===== config.mk =====
export PLATFORM = sky130hd
export DESIGN_NAME = sram_data_io
export DESIGN_NICKNAME = d
export VERILOG_FILES = /design/src/rtl/two_entry_buf.v /design/src/rtl/test_serial_io.v /design/src/rtl/sram_data_io.v
export VERILOG_INCLUDE_DIRS = /design/src /design/src/rtl
export SDC_FILE = /design/constraint.sdc
export NUM_CORES = 1
export LEC_CHECK = 0
export BUFFER_PORTS_ARGS = -buffer_cell sky130_fd_sc_hd__buf_2
export CAP_MARGIN = 20
export CORE_UTILIZATION = 30
export DETAILED_ROUTE_END_ITERATION = 16
export HOLD_SLACK_MARGIN = 0.06
export SLEW_MARGIN = 20
export SYNTH_ARGS = -nofsm -noshare
export SYNTH_HDL_FRONTEND = slang
export SYNTH_SLANG_ARGS = --single-unit

===== constraint.sdc =====
create_clock -name clk_i -period 9.45 [get_ports clk_i]
set_input_delay 0.4725 -clock clk_i [delete_from_list [all_inputs] [get_ports clk_i]]
set_output_delay 0.4725 -clock clk_i [all_outputs]
set_load 0.05 [all_outputs]

===== src/rtl/sram_io_consts.vh =====
`ifndef SRAM_IO_CONSTS_VH
`define SRAM_IO_CONSTS_VH

// access kinds held in each pipeline stage
`define OP_W          2
`define OP_IDLE       2'h0
`define OP_READ       2'h1
`define OP_WRITE      2'h2

// burst order strap levels, burst counter width, start and step
`define BURST_LINEAR  1'h0
`define BURST_ILEAVE  1'h1
`define BURST_W       2
`define BURST_START   2'h0
`define BURST_STEP    2'h1

// buffer fill levels
`define BUF_EMPTY     2'h0
`define BUF_ONE       2'h1
`define BUF_FULL      2'h2

// reset values
`define BIT_LOW       1'h0
`define BIT_HIGH      1'h1
`define SYNC_LOW      3'h0
`define SYNC_HIGH     3'h7
`define RST_SYNC_LOW  2'h0
`define RST_SYNC_HIGH 2'h3

`endif


===== src/rtl/two_entry_buf.v =====
`timescale 1ns/1ps
module two_entry_buf
#(
    parameter W = 8
)
(
    // clock and reset
    input  wire         clk_i,
    input  wire         rst_n_i,
    input  wire         ce_i,
    // filling side
    input  wire         in_valid_i,
    output wire         in_ready_o,
    input  wire [W-1:0] in_data_i,
    // draining side
    output wire         out_valid_o,
    input  wire         out_ready_i,
    output wire [W-1:0] out_data_o
);

`include "sram_io_consts.vh"

reg [W-1:0] head_ff;
reg [W-1:0] tail_ff;
reg [1:0]   fill_ff;
wire        push;
wire        pop;

assign in_ready_o  = (fill_ff != `BUF_FULL);
assign out_valid_o = (fill_ff != `BUF_EMPTY);
assign out_data_o  = head_ff;
assign push        = ce_i & in_valid_i & in_ready_o;
assign pop         = ce_i & out_valid_o & out_ready_i;

always @(posedge clk_i or negedge rst_n_i)
begin
    if (!rst_n_i)
    begin
        head_ff <= {W{`BIT_LOW}};
        tail_ff <= {W{`BIT_LOW}};
        fill_ff <= `BUF_EMPTY;
    end
    else if (push && !pop)
    begin
        if (fill_ff == `BUF_EMPTY)
            head_ff <= in_data_i;
        else
            tail_ff <= in_data_i;
        fill_ff <= fill_ff + `BUF_ONE;
    end
    else if (pop && !push)
    begin
        head_ff <= tail_ff;
        fill_ff <= fill_ff - `BUF_ONE;
    end
    else if (pop && push)
    begin
        if (fill_ff == `BUF_ONE)
            head_ff <= in_data_i;
        else
        begin
            head_ff <= tail_ff;
            tail_ff <= in_data_i;
        end
    end
end

endmodule // two_entry_buf


===== src/rtl/test_serial_io.v =====
`timescale 1ns/1ps
module test_serial_io
(
    // clock and reset
    input  wire clk_i,
    input  wire rst_n_i,
    input  wire ce_i,
    // test pins
    input  wire tck_i,
    input  wire tdi_i,
    output wire tdo_o
);

`include "sram_io_consts.vh"

reg  [2:0] tck_sync_ff;
reg  [2:0] tdi_sync_ff;
reg        tck_flt_ff;
reg        shift_ff;
reg        tdo_ff;
wire       tck_rise;
wire       tck_fall;

// change accepted once second and third stages agree
assign tck_rise = tck_sync_ff[1] & tck_sync_ff[2] & ~tck_flt_ff;
assign tck_fall = ~tck_sync_ff[1] & ~tck_sync_ff[2] & tck_flt_ff;
assign tdo_o    = tdo_ff;

always @(posedge clk_i or negedge rst_n_i)
begin
    if (!rst_n_i)
    begin
        tck_sync_ff <= `SYNC_LOW;
        tdi_sync_ff <= `SYNC_LOW;
        tck_flt_ff  <= `BIT_LOW;
        shift_ff    <= `BIT_LOW;
        tdo_ff      <= `BIT_LOW;
    end
    else if (ce_i)
    begin
        tck_sync_ff <= {tck_sync_ff[1:0], tck_i};
        tdi_sync_ff <= {tdi_sync_ff[1:0], tdi_i};
        if (tck_sync_ff[1] == tck_sync_ff[2])
            tck_flt_ff <= tck_sync_ff[2];
        if (tck_rise)
            shift_ff <= tdi_sync_ff[2];
        if (tck_fall)
            tdo_ff <= shift_ff;
    end
end

endmodule // test_serial_io


===== src/rtl/sram_data_io.v =====
`timescale 1ns/1ps
module sram_data_io
#(
    parameter ADDR_W = 21,
    parameter LANES  = 4,
    parameter LANE_W = 8
)
(
    // clock and reset
    input  wire                      clk_i,
    input  wire                      arst_n_i,
    input  wire                      clk_en_i,
    // synchronous controls
    input  wire                      clock_gate_n_i,
    input  wire                      chip_sel_one_n_i,
    input  wire                      chip_sel_two_i,
    input  wire                      chip_sel_three_n_i,
    input  wire                      write_en_n_i,
    input  wire                      advance_or_load_i,
    input  wire [ADDR_W-1:0]         addr_i,
    input  wire [LANES-1:0]          byte_write_sel_n_i,
    // asynchronous output enable and strap
    input  wire                      out_en_n_i,
    input  wire                      burst_order_i,
    // data pins
    input  wire [LANES*LANE_W-1:0]   dq_i,
    output wire [LANES*LANE_W-1:0]   dq_o,
    output wire                      dq_oe_o,
    // parity pins
    input  wire [LANES-1:0]          parity_lines_i,
    output wire [LANES-1:0]          parity_lines_o,
    output wire                      parity_lines_oe_o,
    // test port pins
    input  wire                      tck_i,
    input  wire                      tdi_i,
    output wire                      tdo_o,
    // core read port
    output wire [ADDR_W-1:0]         rd_addr_o,
    output wire                      rd_en_o,
    input  wire [LANES*LANE_W-1:0]   rd_data_i,
    input  wire [LANES-1:0]          rd_parity_i,
    // core write stream
    output wire                      wr_valid_o,
    input  wire                      wr_ready_i,
    output wire [ADDR_W-1:0]         wr_addr_o,
    output wire [LANES-1:0]          wr_byte_en_o,
    output wire [LANES-1:0]          wr_parity_o,
    output wire [LANES*LANE_W-1:0]   wr_data_o
);

`include "sram_io_consts.vh"

localparam DATA_W = LANES * LANE_W;
localparam WORD_W = ADDR_W + LANES + LANES + DATA_W;

// ****************************************
// reset release
// ****************************************

reg  [1:0]          rst_sync_ff;
wire                rst_n;

always @(posedge clk_i or negedge arst_n_i)
begin
    if (!arst_n_i)
        rst_sync_ff <= `RST_SYNC_LOW;
    else
        rst_sync_ff <= {rst_sync_ff[0], `BIT_HIGH};
end

assign rst_n = rst_sync_ff[1];

// ****************************************
// burst order strap
// ****************************************

reg  [2:0]          mode_sync_ff;
reg                 mode_ff;
reg                 mode_taken_ff;
reg  [2:0]          mode_fill_ff;

// mode_ff rests interleaved until the strap has been sampled; the sync reset level is never used
always @(posedge clk_i or negedge rst_n)
begin
    if (!rst_n)
    begin
        mode_sync_ff  <= `SYNC_HIGH;
        mode_ff       <= `BURST_ILEAVE;
        mode_taken_ff <= `BIT_LOW;
        mode_fill_ff  <= `SYNC_LOW;
    end
    else if (clk_en_i)
    begin
        mode_sync_ff <= {mode_sync_ff[1:0], burst_order_i};
        mode_fill_ff <= {mode_fill_ff[1:0], `BIT_HIGH};
        // strap taken once all sync stages hold real samples and the last two agree, then held
        if (!mode_taken_ff && mode_fill_ff[2] && (mode_sync_ff[1] == mode_sync_ff[2]))
        begin
            mode_ff       <= mode_sync_ff[2];
            mode_taken_ff <= `BIT_HIGH;
        end
    end
end

// ****************************************
// clock qualification
// ****************************************

wire                buf_in_ready;
wire                step;
wire                selected;

// gate high only stretches the cycle, nothing is deselected
assign step     = clk_en_i & ~clock_gate_n_i & buf_in_ready;
assign selected = ~chip_sel_one_n_i & chip_sel_two_i & ~chip_sel_three_n_i;

// ****************************************
// address and control stage
// ****************************************

reg  [`OP_W-1:0]    s1_op_ff;
reg  [ADDR_W-1:0]   s1_base_ff;
reg  [`BURST_W-1:0] s1_cnt_ff;
reg  [LANES-1:0]    s1_bw_n_ff;
reg  [`BURST_W-1:0] burst_low;
wire [ADDR_W-1:0]   beat_addr;

always @(posedge clk_i or negedge rst_n)
begin
    if (!rst_n)
    begin
        s1_op_ff   <= `OP_IDLE;
        s1_base_ff <= {ADDR_W{`BIT_LOW}};
        s1_cnt_ff  <= `BURST_START;
        s1_bw_n_ff <= {LANES{`BIT_HIGH}};
    end
    else if (step)
    begin
        if (!advance_or_load_i)
        begin
            if (selected)
            begin
                s1_op_ff   <= write_en_n_i ? `OP_READ : `OP_WRITE;
                s1_base_ff <= addr_i;
                s1_cnt_ff  <= `BURST_START;
                s1_bw_n_ff <= byte_write_sel_n_i;
            end
            else
                s1_op_ff <= `OP_IDLE;
        end
        else if (s1_op_ff != `OP_IDLE)
        begin
            s1_cnt_ff  <= s1_cnt_ff + `BURST_STEP;
            s1_bw_n_ff <= byte_write_sel_n_i;
        end
    end
end

// low address bits walk per strap
always @*
begin
    if (mode_ff == `BURST_ILEAVE)
        burst_low = s1_base_ff[`BURST_W-1:0] ^ s1_cnt_ff;
    else
        burst_low = s1_base_ff[`BURST_W-1:0] + s1_cnt_ff;
end

assign beat_addr = {s1_base_ff[ADDR_W-1:`BURST_W], burst_low};
assign rd_addr_o = beat_addr;
assign rd_en_o   = step & (s1_op_ff == `OP_READ);

// ****************************************
// data phase stage and output register
// ****************************************

reg  [`OP_W-1:0]    s2_op_ff;
reg  [ADDR_W-1:0]   s2_addr_ff;
reg  [LANES-1:0]    s2_bw_n_ff;
reg  [DATA_W-1:0]   dq_out_ff;
reg  [LANES-1:0]    par_out_ff;

always @(posedge clk_i or negedge rst_n)
begin
    if (!rst_n)
    begin
        s2_op_ff   <= `OP_IDLE;
        s2_addr_ff <= {ADDR_W{`BIT_LOW}};
        s2_bw_n_ff <= {LANES{`BIT_HIGH}};
        dq_out_ff  <= {DATA_W{`BIT_LOW}};
        par_out_ff <= {LANES{`BIT_LOW}};
    end
    else if (step)
    begin
        s2_op_ff   <= s1_op_ff;
        s2_addr_ff <= beat_addr;
        s2_bw_n_ff <= s1_bw_n_ff;
        if (s1_op_ff == `OP_READ)
        begin
            dq_out_ff  <= rd_data_i;
            par_out_ff <= rd_parity_i;
        end
    end
end

// ****************************************
// pin direction
// ****************************************

wire                auto_float;
wire                drive;

// deselected, leaving deselect, or write data phase
assign auto_float = (s2_op_ff == `OP_IDLE) | (s2_op_ff == `OP_WRITE)
                  | ((s2_op_ff == `OP_IDLE) & (s1_op_ff != `OP_IDLE));
// output enable acts without the clock
assign drive = (s2_op_ff == `OP_READ) & ~auto_float & ~out_en_n_i;

assign dq_oe_o           = drive;
assign parity_lines_oe_o = drive;
assign dq_o              = dq_out_ff;
assign parity_lines_o    = par_out_ff;

// ****************************************
// write capture and buffer
// ****************************************

wire                push;
wire [WORD_W-1:0]   in_word;
wire [WORD_W-1:0]   out_word;

assign push    = step & (s2_op_ff == `OP_WRITE);
// parity bit enabled by its own lane select
assign in_word = {s2_addr_ff, ~s2_bw_n_ff, parity_lines_i, dq_i};

two_entry_buf
#(
    .W           (WORD_W)
)
u_wr_buf
(
    .clk_i       (clk_i),
    .rst_n_i     (rst_n),
    .ce_i        (clk_en_i),
    .in_valid_i  (push),
    .in_ready_o  (buf_in_ready),
    .in_data_i   (in_word),
    .out_valid_o (wr_valid_o),
    .out_ready_i (wr_ready_i),
    .out_data_o  (out_word)
);

assign wr_data_o    = out_word[DATA_W-1:0];
assign wr_parity_o  = out_word[DATA_W+LANES-1:DATA_W];
assign wr_byte_en_o = out_word[DATA_W+2*LANES-1:DATA_W+LANES];
assign wr_addr_o    = out_word[WORD_W-1:DATA_W+2*LANES];

// ****************************************
// test port serial pins
// ****************************************

test_serial_io u_test
(
    .clk_i   (clk_i),
    .rst_n_i (rst_n),
    .ce_i    (clk_en_i),
    .tck_i   (tck_i),
    .tdi_i   (tdi_i),
    .tdo_o   (tdo_o)
);

endmodule // sram_data_io


==> results.py <==
metrics = {
    "run_status": {
        "status": "completed",
    },
    "power": {
        "switchingPower_mw": 1.96,
        "power.internal_mw": 2.56,
        "p_seq_share_pct": 36.3,
        "pwr-share-comb_pct": 41.2,
        "finalPower_mw": 4.53,
        "swShare_pct": 43.4,
        "powerDensity_nw_per_um2": 361,
        "clkPwrFrac_pct": 22.4,
        "peakVddDrop_mv": 0.180,
        "power.leakage_nw": 6.04,
    },
    "synthesis": {
        "synthesis.area_um2": 10300,
        "yosys_warnings": 0,
        "ys_types": 44,
        "post-synth-top-count-cell": "dfrtp_1",
        "synth_nets": 982,
        "seq_area_frac_synth_pct": 57.5,
        "yosys-top-cells-count": "dfrtp_1 (223), nand2_1 (86), mux2_2 (72)",
        "synth_enable_flop_cells": 0,
        "synthCells": 861,
        "synth_area_leaders": "dfrtp_1 (54%), mux2_2 (7.9%), mux2_1 (6.4%)",
        "yosysTopAreaCell": "dfrtp_1",
        "ys_ff_latch": 235,
        "async_flop_share_pct": 100,
        "synth_top_area_share_pct": 54.4,
        "synth_flop_cell": "dfrtp_1",
        "syn_area_per_cell_um2": 11.9,
    },
    "critical_path": {
        "crit_path_top_delay_cell": "nand4_1",
        "worstPathBufferInverterCount": 3,
        "crit_top_cell": "inv_1",
        "path_cells": "inv_1 > ha_1 > nor3b_2 > nand2_1 > inv_1 > ha_4 > mux2i_1 > nand4_1 > buf_4 > mux2_1",
        "path_delay_family": "simple AND/OR/NAND/NOR gates",
        "max_stage_delay_ns": 0.71,
        "critPathKind": "reg -> reg",
        "worst_setup_path_start_kind": "flop",
        "arrival_ns": 4.01,
        "end_kind": "flop",
        "cp.required_ns": 9.85,
        "critPathMaxFanout": 46,
    },
    "placement": {
        "place_congestion": 0.712,
        "port_buffers": 233,
        "post-dp-hpwl_mm": 15.2,
    },
    "die": {
        "die_width_um": 187,
        "start_util_pct": 30.5,
        "die_area_um2": 34900,
        "rows": 67,
        "pin_count": 234,
        "core_um2": 33600,
        "die_h_um": 187,
    },
    "global_route": {
        "grt_pass1_wl_mm": 38.8,
        "grt_pass1_vias": 7322,
        "use_met2_pct": 21.5,
        "overflow": 0,
        "use_met1_pct": 18.3,
        "grt_max_degree": 126,
        "grt.total_usage_pct": 13.4,
        "grt-busiest-layer": "met2",
        "grt_use_met3_pct": 3.32,
        "antenna_found_initial": 2,
    },
    "clock_tree": {
        "cts-resized-gates": 0,
        "cts_buffer_depth": 3,
        "htree_levels": 1,
        "clk_latency_ns": 0.53,
        "cts.sinks": 235,
        "clk_pin_slew_ns": 0.06,
        "cts-root-buf": "clkbuf_16",
        "tritoncts": "built",
        "cts_made_buffers": 27,
    },
    "finish": {
        "nNetsFinal": 1168,
        "utilization_pct": 37.3,
        "drive_above_1_share_pct": 40.3,
        "fill_cells": 3337,
        "synthToLayoutAreaGrowth_pct": 22.2,
    },
    "timing": {
        "relSlewSlack_pct": 36.2,
        "min_period_ns": 3.61,
        "worst_pin_slew_ns": 0.956,
        "rsz0062_at_grt": "no",
        "slew_violations": 0,
        "clock_skew_ns": 0.0137,
        "period_share_pct": 38.2,
        "fmax_mhz": 277,
        "final_hold_viol_count": 0,
        "final-setup-viol-count": 0,
        "setup-tns-final_ns": 0,
    },
    "drt": {
        "drt_iter0_drc": 290,
        "vias": 7097,
        "viasPerCell": 4.69,
        "drt_pass1_iterations": 4,
        "ant_nets": 0,
        "wire_per_inst_um": 15.3,
        "wl_mm": 23.2,
        "drc_errors": 0,
    },
    "min_path": {
        "hold_path_class": "in -> reg",
    },
    "flow_run": {
        "drv_cap": 0,
    },
}
==> cell type report <==
class	count	area, um2	share of cell area (%)
Sequential cell	235	5900	47.1
Tap cell	448	561	4.47
Clock buffer	42	802	6.40
Inverter	16	61.3	0.489
Clock inverter	5	60.1	0.479
Timing Repair Buffer	244	1270	10.1
Antenna cell	1	2.50	0.0200
Multi-Input combinational cell	523	3880	30.9
==> registers in the layout (all words and copies together) (netlist names) <==
signal / count
u_wr_buf.out_data_o: 61
u_wr_buf.tail_ff: 61
dq_o: 32
s1_base_ff: 21
s2_addr_ff: 21
parity_lines_o: 4
s1_bw_n_ff: 4
s2_bw_n_ff: 4
mode_fill_ff: 3
mode_sync_ff: 3
u_test.tck_sync_ff: 3
u_test.tdi_sync_ff: 3
rst_sync_ff: 2
s1_cnt_ff: 2
s1_op_ff: 2
s2_op_ff: 2
u_wr_buf.fill_ff: 2
mode_ff: 1
mode_taken_ff: 1
u_test.shift_ff: 1
u_test.tck_flt_ff: 1
u_test.tdo_o: 1
==> logic make-up (layout without fill, tap and decap cells) <==
logic type | count (synthesis) | in the layout | synth area share [%]
buffers and inverters | 103 | 307 | 5.10
XOR/XNOR | 4 | 4 | 0.342
adder cells (fa/ha/maj) | 10 | 10 | 1.22
multiplexers | 136 | 136 | 14.9
other | 1 | 2 | 0.0366
AND/OR/NAND/NOR | 170 | 170 | 9.95
AO/OA/AOI/OAI | 202 | 202 | 11.0
flip-flops | 235 | 235 | 57.5
==> final timing paths <==
path	from	slack [ns]	depth (start not counted)	end
max in group asynchronous	rst_sync_ff[1]	7.72	1	u_wr_buf.tail_ff[24]
worst min-delay path	write_en_n_i	0.14	2	s1_op_ff[1]
worst min register to register	rst_sync_ff[1]	0.33	0	s1_base_ff[15]
min in group asynchronous	arst_n_i	0.25	2	rst_sync_ff[1]
worst max register to register	u_wr_buf.fill_ff[0]	5.84	10	u_wr_buf.tail_ff[29]
worst max-delay path	u_wr_buf.fill_ff[0]	5.84	10	u_wr_buf.tail_ff[29]
==> what timing repair did <==
action	4_1_cts	5_1_grt
hold buffers	1	0
setup endpoints to repair	0	0
endpoints found under the hold margin	2	0
setup buffers	0	0
==> cell usage in the layout, fill, tap and decap left out, drive strengths merged, types with 2 or more instances in the layout <==
| master | instances |
|---|---|
| nand2b | 2 |
| mux2i | 6 |
| clkinv | 2 |
| nor3 | 4 |
| ha | 10 |
| xnor2 | 3 |
| o31ai | 7 |
| nand3 | 3 |
| nor3b | 3 |
| clkbuf | 42 |
| a21oi | 59 |
| a31oi | 57 |
| o22ai | 2 |
| nand2 | 86 |
| o21ai | 70 |
| dfrtp | 223 |
| inv | 17 |
| nor2 | 2 |
| nor2b | 4 |
| mux2 | 130 |
| dfstp | 12 |
| buf | 243 |
| o21a | 4 |
| or3b | 59 |
==> power by group through the flow <==
stage                     clock [mW]  combinational, mW  sequential [mW]
final                           1.02               1.87             1.64
after detailed placement           0               1.89             1.66
after global placement             0               1.86             1.65
after floorplan                    0              0.742             2.37
after CTS                       1.05               1.89             1.65
after global routing            1.09               2.00             1.70
==> worst reg2reg max path, cell delays in order, from the launching register on <==
cell	delay [ns]
dfrtp_1	0.35
inv_1	0.08
ha_1	0.24
nor3b_2	0.21
nand2_1	0.12
inv_1	0.14
ha_4	0.37
mux2i_1	0.23
nand4_1	0.71
buf_4	0.63
mux2_1	0.40
==> routing by layer <==
metal | share of wire (%) | vias up
met5 | 0 | -
met4 | 2.2 | 0
met3 | 5.6 | 33
met2 | 46 | 168
met1 | 47 | 3471
li1 | - | 3425
==> metrics by stage <==
| step | hold slack, ns | worst slack [ns] | cells | cell area [um2] |
|---|---|---|---|---|
| finish | 0.137 | 5.84 | 1514 | 12500 |
| floorplan | 0.177 | 2.44 | 861 | 10300 |
| CTS | 0.104 | 5.16 | 1512 | 12500 |
| global placement | 0.257 | 5.04 | 1464 | 11600 |
| detailed placement | 0.258 | 4.97 | 1464 | 11600 |
| global route | 0.114 | 5.44 | 1513 | 12500 |
(Power assumes the default switching activity.)
